[src/pkg/radio_cmd_consts.svh]
// constants for the channel switch and address command handler
`ifndef RADIO_CMD_CONSTS_SVH
`define RADIO_CMD_CONSTS_SVH
`define CAT_GENERAL        8'h00
`define CODE_CHAN_SWITCH   16'h0010
`define CODE_ADDR_MANAGE   16'h0011
`define TAG_ILLEGAL        8'h00
`define TAG_RESPONSE       8'hFF
`define OFF_CATEGORY       0
`define OFF_CODE_LO        1
`define OFF_CODE_HI        2
`define OFF_TAG            3
`define OFF_COUNTDOWN      4
`define OFF_CHANNEL        5
`define OFF_OPMAP          4
`define OFF_ADDR_CMD       5
`define OFF_ADDR_EVT       4
`define OFF_RESULT_CHAN    4
`define OFF_RESULT_ADDR    12
`define LEN_CHAN_CMD       4'h6
`define LEN_ADDR_CMD       4'hD
`define LEN_CHAN_EVT       4'h5
`define LEN_ADDR_EVT       4'hD
`define RES_SUCCESS        8'h00
`define RES_FAILURE        8'h01
`define RES_INVALID_PARAM  8'h05
`define RES_TIME_OUT       8'h07
`define ATYPE_SHORT        7'h00
`define ATYPE_EXT          7'h01
`define REG_CTRL           8'h00
`define REG_STATUS         8'h04
`define REG_SHORT_ADDR     8'h08
`define REG_EXT_LO         8'h0C
`define REG_EXT_HI         8'h10
`define RST_SHORT_ADDR     16'h0000
`define RST_CTRL_EN        1'b1
`define CLK_HZ             20000000
`define SWITCH_TIMEOUT_MS  100
`define SWITCH_TIMEOUT_CYC (`SWITCH_TIMEOUT_MS * (`CLK_HZ / 1000))
`endif

[src/pkg/radio_cmd_pkg.sv]
// types for the channel switch and address command handler
package radio_cmd_pkg;
  typedef enum logic [1:0] {
    SW_IDLE     = 2'b00,
    SW_ANNOUNCE = 2'b01,
    SW_REPORT   = 2'b10
  } switch_state_e;

  typedef struct packed {
    logic [12:0][7:0] cmd_buf;
    logic [3:0]       cmd_idx;
    logic             cmd_done;
    logic             cmd_ready;
    switch_state_e    sw_state;
    logic [7:0]       sw_tag;
    logic [7:0]       sw_result;
    logic [7:0]       countdown;
    logic [7:0]       channel;
    logic             first_seen;
    logic [31:0]      sw_timer;
    logic             csie_include;
    logic             avail_mod;
    logic             stc_free_run;
    logic [15:0]      short_addr;
    logic             short_pend;
    logic [15:0]      src_addr;
    logic [63:0]      ext_addr;
    logic             ext_pend;
    logic [63:0]      dev_ident;
    logic [12:0][7:0] evt_buf;
    logic [3:0]       evt_len;
    logic [3:0]       evt_idx;
    logic             evt_valid;
    logic [7:0]       evt_byte;
    logic             evt_last;
    logic             ctrl_en;
    logic [31:0]      rd_data;
  } state_s;
endpackage

[src/verilog/radio_channel_addr_cmd.sv]
// channel switch and address management command handler
`timescale 1ns/10ps
`default_nettype none
`include "radio_cmd_consts.svh"

module radio_channel_addr_cmd #(
  parameter int unsigned    SWITCH_TIMEOUT = `SWITCH_TIMEOUT_CYC,
  parameter logic [63:0]    EXT_PRESET     = 64'h0123456789ABCDEF
) (
  input  wire logic        ref_clk_in,
  input  wire logic        arst_n_in,
  input  wire logic [7:0]  cmd_byte_in,
  input  wire logic        cmd_valid_in,
  input  wire logic        cmd_last_in,
  output logic             cmd_ready_out,
  output logic [7:0]       evt_byte_out,
  output logic             evt_valid_out,
  output logic             evt_last_out,
  input  wire logic        evt_ready_in,
  input  wire logic        superframe_start_in,
  input  wire logic        beacon_sent_in,
  input  wire logic        switch_fail_in,
  input  wire logic        beacon_resume_in,
  output logic             csie_include_out,
  output logic [7:0]       csie_countdown_out,
  output logic [7:0]       csie_channel_out,
  output logic             avail_modify_out,
  output logic             stc_free_run_out,
  output logic [15:0]      src_addr_out,
  output logic [63:0]      dev_ident_out,
  input  wire logic [7:0]  reg_addr_in,
  input  wire logic [31:0] reg_wdata_in,
  input  wire logic        reg_wr_in,
  input  wire logic        reg_rd_in,
  output logic [31:0]      reg_rdata_out
);
  radio_cmd_pkg::state_s q;
  radio_cmd_pkg::state_s next_q;
  logic                  cmd_ok;
  logic                  chan_go;
  logic                  addr_go;
  logic                  report_go;
  logic [6:0]            atype;
  logic                  awrite;
  logic [15:0]           cmd_code;

  // ------------------------------------------------------------
  // command decode
  // ------------------------------------------------------------
  always_comb begin
    cmd_code = {q.cmd_buf[`OFF_CODE_HI], q.cmd_buf[`OFF_CODE_LO]};
    atype    = q.cmd_buf[`OFF_OPMAP][7:1];
    awrite   = q.cmd_buf[`OFF_OPMAP][0];
    cmd_ok   = q.cmd_done &&
               q.cmd_buf[`OFF_CATEGORY] == `CAT_GENERAL &&
               (cmd_code == `CODE_CHAN_SWITCH ||
                cmd_code == `CODE_ADDR_MANAGE) &&
               q.cmd_buf[`OFF_TAG] != `TAG_ILLEGAL &&
               q.cmd_buf[`OFF_TAG] != `TAG_RESPONSE;
    report_go = q.sw_state == radio_cmd_pkg::SW_REPORT && !q.evt_valid;
    chan_go  = cmd_ok && !report_go && !q.evt_valid &&
               cmd_code == `CODE_CHAN_SWITCH;
    addr_go  = cmd_ok && !report_go && !q.evt_valid &&
               cmd_code == `CODE_ADDR_MANAGE;
  end

  // ------------------------------------------------------------
  // next state
  // ------------------------------------------------------------
  always_comb begin
    logic [3:0] len;
    logic [7:0] res;
    len    = q.cmd_idx;
    res    = `RES_SUCCESS;
    next_q = q;

    // command byte intake, bytes past the longest block are dropped
    if (q.cmd_ready && cmd_valid_in) begin
      if (q.cmd_idx < `LEN_ADDR_CMD) begin
        next_q.cmd_buf[q.cmd_idx] = cmd_byte_in;
        next_q.cmd_idx            = q.cmd_idx + 4'h1;
      end
      if (cmd_last_in)
        next_q.cmd_done = 1'b1;
    end
    // dropped blocks free the intake buffer too
    if (q.cmd_done && !cmd_ok) begin
      next_q.cmd_done = 1'b0;
      next_q.cmd_idx  = 4'h0;
    end

    // switch sequencing
    if (q.sw_state == radio_cmd_pkg::SW_ANNOUNCE) begin
      next_q.sw_timer = q.sw_timer + 32'h1;
      if (superframe_start_in && q.first_seen && q.countdown != 8'h00)
        next_q.countdown = q.countdown - 8'h01;
      if (beacon_sent_in)
        next_q.first_seen = 1'b1;
      if (switch_fail_in) begin
        next_q.sw_state  = radio_cmd_pkg::SW_REPORT;
        next_q.sw_result = `RES_FAILURE;
      end else if (q.sw_timer == SWITCH_TIMEOUT - 1) begin
        next_q.sw_state  = radio_cmd_pkg::SW_REPORT;
        next_q.sw_result = `RES_TIME_OUT;
      end else if (beacon_sent_in && q.countdown == 8'h00) begin
        next_q.sw_state  = radio_cmd_pkg::SW_REPORT;
        next_q.sw_result = `RES_SUCCESS;
      end
    end

    if (beacon_resume_in)
      next_q.stc_free_run = 1'b0;

    // addresses take effect at the next superframe
    // a write in the same cycle stays pending, so it is not lost
    if (superframe_start_in) begin
      if (q.short_pend) begin
        next_q.src_addr   = q.short_addr;
        next_q.short_pend = 1'b0;
      end
      if (q.ext_pend) begin
        next_q.dev_ident = q.ext_addr;
        next_q.ext_pend  = 1'b0;
      end
    end

    // event loading, switch report first
    if (report_go) begin
      next_q.sw_state     = radio_cmd_pkg::SW_IDLE;
      next_q.csie_include = 1'b0;
      next_q.avail_mod    = 1'b0;
      if (q.sw_result == `RES_SUCCESS)
        next_q.stc_free_run = 1'b1;
      next_q.evt_buf      = '0;
      next_q.evt_buf[`OFF_CODE_LO]     = 8'(`CODE_CHAN_SWITCH);
      next_q.evt_buf[`OFF_TAG]         = q.sw_tag;
      next_q.evt_buf[`OFF_RESULT_CHAN] = q.sw_result;
      next_q.evt_len      = `LEN_CHAN_EVT;
    end else if (chan_go) begin
      next_q.cmd_done = 1'b0;
      next_q.evt_buf  = '0;
      next_q.evt_buf[`OFF_CODE_LO] = 8'(`CODE_CHAN_SWITCH);
      next_q.evt_buf[`OFF_TAG]     = q.cmd_buf[`OFF_TAG];
      if (len < `LEN_CHAN_CMD)
        res = `RES_INVALID_PARAM;
      else if (q.sw_state != radio_cmd_pkg::SW_IDLE)
        res = `RES_FAILURE;
      if (res != `RES_SUCCESS) begin
        next_q.evt_buf[`OFF_RESULT_CHAN] = res;
        next_q.evt_len = `LEN_CHAN_EVT;
      end else begin
        next_q.sw_state     = radio_cmd_pkg::SW_ANNOUNCE;
        next_q.sw_tag       = q.cmd_buf[`OFF_TAG];
        next_q.countdown    = q.cmd_buf[`OFF_COUNTDOWN];
        next_q.channel      = q.cmd_buf[`OFF_CHANNEL];
        next_q.csie_include = 1'b1;
        next_q.avail_mod    = 1'b1;
        next_q.first_seen   = 1'b0;
        next_q.sw_timer     = 32'h0;
      end
    end else if (addr_go) begin
      next_q.cmd_done = 1'b0;
      next_q.evt_buf  = '0;
      next_q.evt_buf[`OFF_CODE_LO] = 8'(`CODE_ADDR_MANAGE);
      next_q.evt_buf[`OFF_TAG]     = q.cmd_buf[`OFF_TAG];
      next_q.evt_len  = `LEN_ADDR_EVT;
      if (len < `LEN_ADDR_CMD || atype > `ATYPE_EXT) begin
        res = `RES_INVALID_PARAM;
      end else if (atype == `ATYPE_SHORT) begin
        if (awrite) begin
          next_q.short_addr = {q.cmd_buf[`OFF_ADDR_CMD + 1],
                               q.cmd_buf[`OFF_ADDR_CMD]};
          next_q.short_pend = 1'b1;
        end else begin
          next_q.evt_buf[`OFF_ADDR_EVT]     = q.short_addr[7:0];
          next_q.evt_buf[`OFF_ADDR_EVT + 1] = q.short_addr[15:8];
        end
      end else if (awrite) begin
        next_q.ext_addr = q.cmd_buf[`OFF_ADDR_CMD +: 8];
        next_q.ext_pend = 1'b1;
      end else begin
        next_q.evt_buf[`OFF_ADDR_EVT +: 8] = q.ext_addr;
      end
      next_q.evt_buf[`OFF_RESULT_ADDR] = res;
    end
    if (chan_go || addr_go)
      next_q.cmd_idx = 4'h0;
    // an accepted switch answers only when it finishes
    if (report_go || addr_go || (chan_go && res != `RES_SUCCESS)) begin
      next_q.evt_valid = 1'b1;
      next_q.evt_idx   = 4'h0;
      next_q.evt_byte  = next_q.evt_buf[0];
      next_q.evt_last  = 1'b0;
    end else if (q.evt_valid && evt_ready_in) begin
      // index never steps past the last byte of the block
      if (q.evt_last) begin
        next_q.evt_valid = 1'b0;
        next_q.evt_last  = 1'b0;
      end else begin
        next_q.evt_idx  = q.evt_idx + 4'h1;
        next_q.evt_byte = q.evt_buf[q.evt_idx + 4'h1];
        next_q.evt_last = q.evt_idx + 4'h2 == q.evt_len;
      end
    end

    // intake stalls while a block waits or an event is out
    next_q.cmd_ready = q.ctrl_en && !next_q.cmd_done &&
                       !next_q.evt_valid && !(cmd_valid_in &&
                       cmd_last_in && q.cmd_ready);

    // register port
    if (reg_wr_in && reg_addr_in == `REG_CTRL)
      next_q.ctrl_en = reg_wdata_in[0];
    next_q.rd_data = 32'h0;
    if (reg_rd_in) begin
      case (reg_addr_in)
        `REG_CTRL:       next_q.rd_data = {31'h0, q.ctrl_en};
        `REG_STATUS:     next_q.rd_data = {14'h0, q.stc_free_run,
                                           q.csie_include, q.channel,
                                           q.countdown};
        `REG_SHORT_ADDR: next_q.rd_data = {16'h0, q.short_addr};
        `REG_EXT_LO:     next_q.rd_data = q.ext_addr[31:0];
        `REG_EXT_HI:     next_q.rd_data = q.ext_addr[63:32];
        default:         next_q.rd_data = 32'h0;
      endcase
    end
  end

  // ------------------------------------------------------------
  // state register
  // ------------------------------------------------------------
  always_ff @(posedge ref_clk_in or negedge arst_n_in) begin
    if (!arst_n_in) begin
      q            <= '0;
      q.ext_addr   <= EXT_PRESET;
      q.dev_ident  <= EXT_PRESET;
      q.short_addr <= `RST_SHORT_ADDR;
      q.src_addr   <= `RST_SHORT_ADDR;
      q.ctrl_en    <= `RST_CTRL_EN;
    end else begin
      q <= next_q;
    end
  end

  assign cmd_ready_out      = q.cmd_ready;
  assign evt_byte_out       = q.evt_byte;
  assign evt_valid_out      = q.evt_valid;
  assign evt_last_out       = q.evt_last;
  assign csie_include_out   = q.csie_include;
  assign csie_countdown_out = q.countdown;
  assign csie_channel_out   = q.channel;
  assign avail_modify_out   = q.avail_mod;
  assign stc_free_run_out   = q.stc_free_run;
  assign src_addr_out       = q.src_addr;
  assign dev_ident_out      = q.dev_ident;
  assign reg_rdata_out      = q.rd_data;
endmodule
`default_nettype wire
[config.mk]
export PLATFORM = sky130hd
export DESIGN_NAME = radio_channel_addr_cmd
export DESIGN_NICKNAME = d
export VERILOG_FILES = /design/src/pkg/radio_cmd_pkg.sv /design/src/verilog/radio_channel_addr_cmd.sv
export VERILOG_INCLUDE_DIRS = /design/src /design/src/pkg
export SDC_FILE = /design/constraint.sdc
export NUM_CORES = 1
export LEC_CHECK = 0
export BUFFER_PORTS_ARGS = -buffer_cell sky130_fd_sc_hd__buf_4
export CAP_MARGIN = 15
export CORE_MARGIN = 8
export CORE_UTILIZATION = 59
export DETAILED_ROUTE_END_ITERATION = 10
export PLACE_DENSITY = 0.83
export SETUP_SLACK_MARGIN = 0.3
export SKIP_CTS_REPAIR_TIMING = 1
export SLEW_MARGIN = 25
export SYNTH_ARGS = -nofsm -noshare
export SYNTH_HDL_FRONTEND = slang
export SYNTH_SLANG_ARGS = --single-unit
[constraint.sdc]
create_clock -name ref_clk_in -period 2.88 [get_ports ref_clk_in]
set_input_delay 0.432 -clock ref_clk_in [delete_from_list [all_inputs] [get_ports ref_clk_in]]
set_output_delay 0.432 -clock ref_clk_in [all_outputs]
set_load 0.02 [all_outputs]
==> flow_summary.toml, run 1 <==
[clocking]
cts_made_buffers = 45
cts_sinks = 467
clk_path_buf_depth = 3
clk_pin_slew_ns = 0.06
cts_root_buf = "clkbuf_16"
htreeDepth = 2
cts_tree = "built"
clk-insertion-delay-late_ns = 0.56

[setup_path]
cp.required_ns = 3.31
cp-end-kind = "flip-flop"
worstSetupPathType = "reg2reg"
cpPeakStageDelay_ns = 0.41
rrSetupSlack_ns = 0.36
crit_arrival_ns = 2.96
critPathLaunchType = "flip-flop"
critPathSlowestCell = "a2111oi_4"
path_max_fanout = 21
crit_chain = "nor4_2, nand4_1, buf_4, a2111oi_4, buf_12, and3_4, buf_12, mux2_2"
cp_common_cell = "buf_12"

[job]
max_cap_violations = 0

[routing]
wl_per_cell_um = 24.6
vias = 13400
top_layer = "met5"
wl_met1_mm = 20.6
drc = 0
postRouteAntennaNets = 0
first_iter_violations = 1301
vias_per_cell = 6.28
wl_met2_mm = 25.6
dr.pass1.iters = 9
routed_wl_mm = 52.4
dr_wl_met3_mm = 3.82

[finish]
final.fill_count = 2259
final_cell_area_mm2 = 0.0234
drive_above_1_share_pct = 41.0
multiInputGateArea_mm2 = 0.00755
antenna_cells = 0
area_growth_syn_to_layout_pct = 13.2
seq_area_mm2 = 0.0118
layout.nets = 1705

[timing]
fmax_ghz = 0.397
skew_ns = 0.0201
setup_viol = 0
layout_min_cycle_time_ns = 2.52
rsz0062_at_grt = "no"
slew_violations = 0
setup_tns_ns = 0
setup_slack_ns = 0.359
tightestPinTransition_ns = 0.871
maxSlewHeadroom_pct = 41.7
hold_viol_final = 0
fin_crit_sh_pct = 87.5

[grt]
grt_pass1_wl_mm = 80.7
antenna_found_initial = 2
grt_usage_pct = 24.8
first_global_vias = 13600
grt_start_max_net_pins = 107
grt_overflow_total = 0

[logic_synthesis]
syn_area_mm2 = 0.0207
synth_nets = 1666
synth-seq-cells = 467
synth.distinct_cells = 66
async_reset_ff_share_pct = 100
syn_inst = 1597
ys_seq_area_share_pct = 56.8
yosys_warnings = 0
synth_edf_count = 0
synth_top_flop_cell = "dfrtp_1"
syn_avg_cell_area_um2 = 13.0

[die]
num_rows = 68
die_area_mm2 = 0.0413
fp.dieW_um = 203
core-area_mm2 = 0.0345
start_util_pct = 59.9
dieHeight_um = 203
io_pins = 201

[hold_path]
min_path_type = "in2reg"

[status]
status = "finished clean"

[power]
vdd_ir_drop_max_mv = 0.473
p_per_area_mw_per_mm2 = 630
p_leak_nw = 11.3

[placed_design]
dpl_worst_slack_ns = 0.230
hpwl_mm = 34.8
place_area_mm2 = 0.0216
place.gp.congestion = 0.923
io_buffers = 169
[state kept, by name (all words and copies together) (netlist names)]
signal / count
atype: 7
awrite: 1
cmd_code: 16
cmd_ready_out: 1
csie_channel_out: 8
csie_countdown_out: 8
csie_include_out: 1
dev_ident_out: 64
evt_byte_out: 8
evt_last_out: 1
evt_valid_out: 1
q: 302
reg_rdata_out: 32
src_addr_out: 16
stc_free_run_out: 1
[logic make-up (layout without fill, tap and decap cells)]
logic type	count (synthesis)	in the layout	synth area share (%)
flip-flops	467	467	56.8
AO/OA/AOI/OAI	210	211	7.77
XOR/XNOR	42	42	1.78
multiplexers	326	326	18.5
buffers and inverters	242	316	7.04
AND/OR/NAND/NOR	300	300	7.49
adder cells (fa/ha/maj)	10	10	0.604
[cells in the final DEF (no fill, tap or decap), types with 13 or more instances in the layout]
cell | netlist | layout
a21oi_1 | 34 | 33
a222oi_1 | 17 | 17
a22o_1 | 43 | 43
a22oi_1 | 25 | 25
and3_1 | 23 | 22
buf_4 | 137 | 199
clkbuf_16 | 0 | 48
clkinv_2 | 0 | 13
dfrtp_1 | 402 | 402
dfstp_2 | 65 | 65
inv_1 | 16 | 16
mux2_2 | 290 | 290
mux2i_1 | 18 | 18
mux4_2 | 16 | 16
nand2_1 | 72 | 71
nand3_1 | 23 | 22
nand4_1 | 13 | 13
nor2_1 | 70 | 70
nor3_1 | 19 | 19
nor4_1 | 21 | 18
o21ai_0 | 21 | 21
o2bb2ai_1 | 15 | 15
xnor2_1 | 31 | 31
[cell usage after synthesis, types with 16 or more instances]
library cell / n / share of area [%]
nor4_1: 21 / 0.63
xnor2_1: 31 / 1.3
nand2_1: 72 / 1.3
nor3_1: 19 / 0.46
a21oi_1: 34 / 0.82
buf_2: 22 / 0.53
a22o_1: 43 / 1.8
a222oi_1: 17 / 0.82
mux2_2: 290 / 16
o21ai_0: 21 / 0.51
buf_4: 137 / 5.0
and3_1: 23 / 0.69
inv_1: 16 / 0.29
dfstp_2: 65 / 8.2
dfrtp_1: 402 / 49
clkbuf_1: 65 / 1.2
mux2i_1: 18 / 0.87
nand3_1: 23 / 0.56
a22oi_1: 25 / 0.91
nor2_1: 70 / 1.3
mux4_2: 16 / 1.7
[worst paths after layout]
kind | startpoint | end | cells past startpoint
max reg2reg | cmd_code[9] | csie_channel_out[3] | 8
min in group asynchronous | arst_n_in | dev_ident_out[26] | 2
max | cmd_code[9] | csie_channel_out[3] | 8
min reg2reg | q[106] | q[106] | 1
min | switch_fail_in | q[370] | 2
max in group asynchronous | arst_n_in | dev_ident_out[15] | 3
[worst max-delay path: cells and delay by family (launching register included)]
| kind | cells | cell delay (ns) |
|---|---|---|
| muxes | 1 | 0.36 |
| AOI/OAI and AO/OA | 1 | 0.41 |
| buffers and inverters | 3 | 0.56 |
| and+or+nand+nor | 3 | 0.67 |
| DFF | 1 | 0.39 |
[routing by layer]
metal | vias to the layer above | track usage [%]
met5 | - | 0
met4 | 2 | 11.4
met3 | 124 | 4.87
met2 | 590 | 40.5
met1 | 6922 | 31.8
li1 | 5729 | -
[area by class of cell]
cell class / instances / area share [%]
tap: 455 / 2.43
sequential: 467 / 50.2
clock inverter: 28 / 1.86
timing repair buffer: 217 / 7.81
inverter: 16 / 0.256
multi-input combinational: 889 / 32.2
clock buffer: 55 / 5.27
[power breakdown]
part           internal (mW)  switching [mW]
registers               6.69           0.138
logic                  0.499           0.840
clock network           4.05            2.55
total                   11.2            3.53
[metrics by stage]
step	hold WS, ns	utilization, %	cells	total power [mW]
6_report	0.107	67.9	2127	14.8
5_1_grt	0.0849	67.9	2127	15.3
4_1_cts	-0.211	67.5	2118	14.8
3_5_place_dp	0.373	62.6	2035	8.25
3_3_place_gp	0.373	62.6	2035	8.21
2_1_floorplan	0.136	-	1597	7.76
Power figures use the tool's default switching activity.
==> run 2, diff against run 1 <==
--- a/config.mk
+++ b/config.mk
@@ -9,12 +9,14 @@
 export BUFFER_PORTS_ARGS = -buffer_cell sky130_fd_sc_hd__buf_4
 export CAP_MARGIN = 15
 export CORE_MARGIN = 8
-export CORE_UTILIZATION = 59
+export CORE_UTILIZATION = 64
+export CTS_BUF_LIST = sky130_fd_sc_hd__clkbuf_4 sky130_fd_sc_hd__clkbuf_8
 export DETAILED_ROUTE_END_ITERATION = 10
-export PLACE_DENSITY = 0.83
+export PLACE_DENSITY = 0.88
 export SETUP_SLACK_MARGIN = 0.3
 export SKIP_CTS_REPAIR_TIMING = 1
 export SLEW_MARGIN = 25
 export SYNTH_ARGS = -nofsm -noshare
 export SYNTH_HDL_FRONTEND = slang
 export SYNTH_SLANG_ARGS = --single-unit
+export TNS_END_PERCENT = 50
==> constraint.sdc (replaced) <==
create_clock -name ref_clk_in -period 2.9 [get_ports ref_clk_in]
set_input_delay 0.435 -clock ref_clk_in [delete_from_list [all_inputs] [get_ports ref_clk_in]]
set_output_delay 0.435 -clock ref_clk_in [all_outputs]
set_load 0.02 [all_outputs]
==> run 2 against run 1 <==
  * Clock power shrank 7.1%
  * Via count increased by 4.0%
  * Clock skew increased by 0.010 ns
  * Sequential power fell by 0.6%
  * Register-to-register slack worse by 0.04 ns
  * Worst hold slack worse by 0.049 ns
  * Maximum frequency shrank 2.2%
  * Critical path type unchanged
  * Highest routed layer is now met4
==> flow_summary.toml, run 2 (synthesized netlist as in run 1, its figures left out) <==
[routing]
dr.pass1.iters = 6
first_iter_violations = 1484
postRouteAntennaNets = 0
vias = 13900
routed_wl_mm = 54.7
vias_per_cell = 6.51
drc = 0
wl_per_cell_um = 25.6

[power]
p_sw_share_pct = 25.0
clkPwrFrac_pct = 42.9
vdd_ir_drop_max_mv = 0.338
finalPower_mw = 14.3
power_switching_mw = 3.57
p_leak_nw = 11.4
p_comb_share_pct = 9.5
p_int_mw = 10.7
p_per_area_mw_per_mm2 = 610
seqPwrFrac_pct = 47.6

[clocking]
clk_pin_slew_ns = 0.06
cts_made_buffers = 71
clk-insertion-delay-late_ns = 0.61
htreeDepth = 3
cts_sinks = 467
cts_tree = "built"
cts_root_buf = "clkbuf_8"
clk_path_buf_depth = 3

[setup_path]
cp.required_ns = 3.38
cpPeakStageDelay_ns = 0.48
rr_startpoint = "q[394]"
path_max_fanout = 8
crit_arrival_ns = 3.06
critPathSlowestCell = "a2111o_1"
critPathLaunchType = "flip-flop"
worstSetupPathType = "reg2reg"
path_delay_family = "simple AND/OR/NAND/NOR gates"
crit_chain = "nor4_2, nand4b_1, buf_4, a2111o_1, nor4_4, buf_2, mux2_2"
crit_cells = 7
rrSetupSlack_ns = 0.32
cp-end-kind = "flip-flop"
cp_num_buf_inv = 2
rr_worst_depth = 7
r2r-end = "q[308]"

[timing]
whs_ns = 0.0578
fin_crit_sh_pct = 88.9
rsz0062_at_grt = "yes"
slew_violations = 0
fmax_ghz = 0.388
layout_min_cycle_time_ns = 2.58
skew_ns = 0.0302
setup_tns_ns = 0
maxSlewHeadroom_pct = 30.4
setup_viol = 0
tightestPinTransition_ns = 1.04
hold_viol_final = 0

[placed_design]
io_buffers = 169
dp_cells = 1994
hpwl_mm = 35.3
place.gp.congestion = 0.913

[finish]
fin_cells = 2135
final_core_util_pct = 72.6
seq_area_mm2 = 0.0118
antenna_cells = 0
largest_reg_flops = 302
final.fill_count = 1872
drive_above_1_share_pct = 43.4
multiInputGateArea_mm2 = 0.00757
layout.nets = 1738
final_common_cell = "dfrtp_1"
final_cell_mix = "dfrtp_1, mux2_2, buf_4"
regMostFlops = "q"
area_growth_syn_to_layout_pct = 13.0

[die]
num_rows = 66
fp.dieW_um = 196
start_util_pct = 64.3
dieHeight_um = 196
io_pins = 201
die_area_mm2 = 0.0384
core-area_mm2 = 0.0322

[grt]
grt_overflow_total = 0
grt_usage_pct = 27.8
grt_pass1_wl_mm = 82.9
first_global_vias = 14300
grt_start_max_net_pins = 92
antenna_found_initial = 1

[hold_path]
holdPathEnd = "q[370]"
min_path_type = "in2reg"
min_from = "switch_fail_in"
whs_path_depth = 2

[job]
max_cap_violations = 0

[status]
status = "finished clean"
## run 2: power groups by stage
stage / clock network, mW / registers [mW] / logic, mW
after floorplan: 0 / 6.85 / 0.863
after global placement: 0 / 6.89 / 1.28
after detailed placement: 0 / 6.90 / 1.31
after CTS: 6.17 / 6.78 / 1.33
after global routing: 6.46 / 6.80 / 1.46
final: 6.13 / 6.79 / 1.36
## run 2: layout make-up
cell class | instances | area share, %
sequential | 467 | 50.3
inverter | 16 | 0.257
timing repair buffer | 224 | 7.85
clock buffer | 120 | 6.47
multi-input combinational | 889 | 32.3
clock inverter | 11 | 0.588
tap | 408 | 2.18
## run 2: worst reg2reg max path, delay by kind of cell, from the launching register on
kind | cells | cell delay [ns]
compound gates | 1 | 0.48
buf+inv | 2 | 0.52
mux | 1 | 0.37
flops | 1 | 0.38
simple gates | 3 | 0.71
## run 2: worst max path at each step
stage,startpoint,endpoint
CTS,q[393],csie_countdown_out[3]
finish,q[394],q[308]
global placement,q[394],csie_countdown_out[4]
global route,q[394],q[315]
detailed placement,q[394],q[380]
floorplan,q[394],q[307]
## run 2: stage by stage
step | instance area (um^2) | worst slack (ns)
floorplan | 20700 | 0.502
global placement | 21600 | 0.226
detailed placement | 21600 | 0.115
CTS | 23200 | 0.0741
global route | 23400 | 0.255
finish | 23400 | 0.322
## run 2: per-layer routing
| metal | up-vias | GRT usage, % | share of wire (%) |
|---|---|---|---|
| met4 | 0 | 16.5 | 5.9 |
| li1 | 5789 | - | - |
| met3 | 220 | 6.97 | 8.7 |
| met5 | - | 0 | 0 |
| met2 | 751 | 44.9 | 48 |
| met1 | 7146 | 33.7 | 37 |
==> run 3, diff against run 2 <==
--- a/config.mk
+++ b/config.mk
@@ -8,7 +8,7 @@
 export LEC_CHECK = 0
 export BUFFER_PORTS_ARGS = -buffer_cell sky130_fd_sc_hd__buf_4
 export CAP_MARGIN = 15
-export CORE_MARGIN = 8
+export CORE_MARGIN = 2
 export CORE_UTILIZATION = 64
 export CTS_BUF_LIST = sky130_fd_sc_hd__clkbuf_4 sky130_fd_sc_hd__clkbuf_8
 export DETAILED_ROUTE_END_ITERATION = 10
==> run 3 against run 2 <==
  * Sequential power barely moved
  * Non-clock buffer count is the same
  * Maximum frequency down 0.17%
  * Die area shrank 12%
  * Cell count fell by 0.23%
  * Clock power shrank 5.5%
  * Combinational power about the same
  * Routed wire length is 1.5% lower
  * Worst setup slack got worse by 0.0043 ns
  * Sequential cell count unchanged
==> flow_summary.toml, run 3 (synthesized netlist as in run 1, its figures left out) <==
[clocking]
clk_path_buf_depth = 3
clk-insertion-delay-late_ns = 0.61
clk_pin_slew_ns = 0.07
cts_tree = "built"
htreeDepth = 3
cts_root_buf = "clkbuf_8"
cts_sinks = 467
cts_made_buffers = 72

[setup_path]
crit_arrival_ns = 3.05
rr_startpoint = "cmd_code[9]"
rrSetupSlack_ns = 0.32
crit_start = "cmd_code[9]"
critPathLaunchType = "flip-flop"
worstSetupPathType = "reg2reg"
cp-end-kind = "flip-flop"
path_max_fanout = 16
cp.required_ns = 3.37

[routing]
vias_per_cell = 6.51
postRouteAntennaNets = 0
routed_wl_mm = 53.9
first_iter_violations = 1570
dr.pass1.iters = 9
wl_per_cell_um = 25.3
drc = 0
vias = 13900

[hold_path]
min_path_type = "in2reg"
min_from = "beacon_resume_in"

[timing]
layout_min_cycle_time_ns = 2.58
skew_ns = 0.0304
maxSlewHeadroom_pct = 37.4
fmax_ghz = 0.387
tightestPinTransition_ns = 0.935
slew_violations = 0
setup_viol = 0
setup_tns_ns = 0
fin_crit_sh_pct = 89.0
hold_viol_final = 0
rsz0062_at_grt = "no"

[finish]
final_cell_mix = "dfrtp_1, mux2_2, buf_4"
final.fill_count = 1859
final_core_util_pct = 73.3
final_common_cell = "dfrtp_1"
regMostFlops = "q"
area_growth_syn_to_layout_pct = 12.4
antenna_cells = 0
fin_cells = 2130
layout.nets = 1738
largest_reg_flops = 302
drive_above_1_share_pct = 43.0

[die]
start_util_pct = 65.3
num_rows = 65
fp.dieW_um = 184
core-area_mm2 = 0.0317
dieHeight_um = 184
die_area_mm2 = 0.0338
io_pins = 201

[placed_design]
hpwl_mm = 34.7
dp_cells = 1986
place.gp.congestion = 0.933
io_buffers = 169

[power]
p_per_area_mw_per_mm2 = 600
p_leak_nw = 11.4
vdd_ir_drop_max_mv = 0.336

[grt]
grt_usage_pct = 32.1
grt_start_max_net_pins = 85
grt_pass1_wl_mm = 82.0
grt_overflow_total = 0
first_global_vias = 14300
antenna_found_initial = 2

[job]
max_cap_violations = 0

[status]
status = "finished clean"
-- run 3: routing by layer --
| layer | global-route usage (%) | part of all wire, % |
|---|---|---|
| met1 | 40.2 | 37 |
| met2 | 52.7 | 49 |
| met3 | 7.13 | 8.7 |
| met4 | 16.8 | 4.9 |
| met5 | 0 | 0.020 |
-- run 3: path summary, 6_finish.rpt --
path,to,cells after the start
hold / removal,stc_free_run_out,2
setup reg to reg,q[314],7
hold reg to reg,q[106],1
min in group asynchronous,dev_ident_out[28],2
max in group asynchronous,q[231],3
setup / recovery,q[314],7
-- run 3: critical path, cell delays in order (launching register included) --
cell      delay [ns]
dfrtp_1         0.38
nor4_1          0.34
nand4_1         0.16
buf_4           0.20
a2111o_1        0.49
nor4_4          0.34
buf_12          0.20
mux2_2          0.35
-- run 3: area by class of cell --
class                           instances  area [um^2]  area share [%]
Clock buffer                          124         1460            6.26
Clock inverter                          9         91.3           0.393
Inverter                               16         60.1           0.258
Multi-Input combinational cell        888         7520            32.3
Sequential cell                       467        11800            50.6
Tap cell                              402          503            2.16
Timing Repair Buffer                  224         1860            8.01
-- run 3: power by group --
part	internal, mW	switching (mW)	total, mW
sequential	6.65	0.143	6.79
clock	3.26	2.53	5.79
combinational	0.514	0.860	1.37
total	10.4	3.54	14.0
-- run 3: through the flow --
stage / area [um^2] / hold WS, ns / setup slack (ns) / power (mW)
2_1_floorplan: 20700 / 0.139 / 0.502 / 7.71
3_3_place_gp: 21600 / 0.449 / 0.323 / 8.18
5_1_grt: 23300 / 0.0536 / 0.223 / 14.4
3_5_place_dp: 21600 / 0.465 / 0.263 / 8.23
6_report: 23300 / 0.0494 / 0.318 / 14.0
4_1_cts: 23100 / -0.134 / 0.201 / 14.0
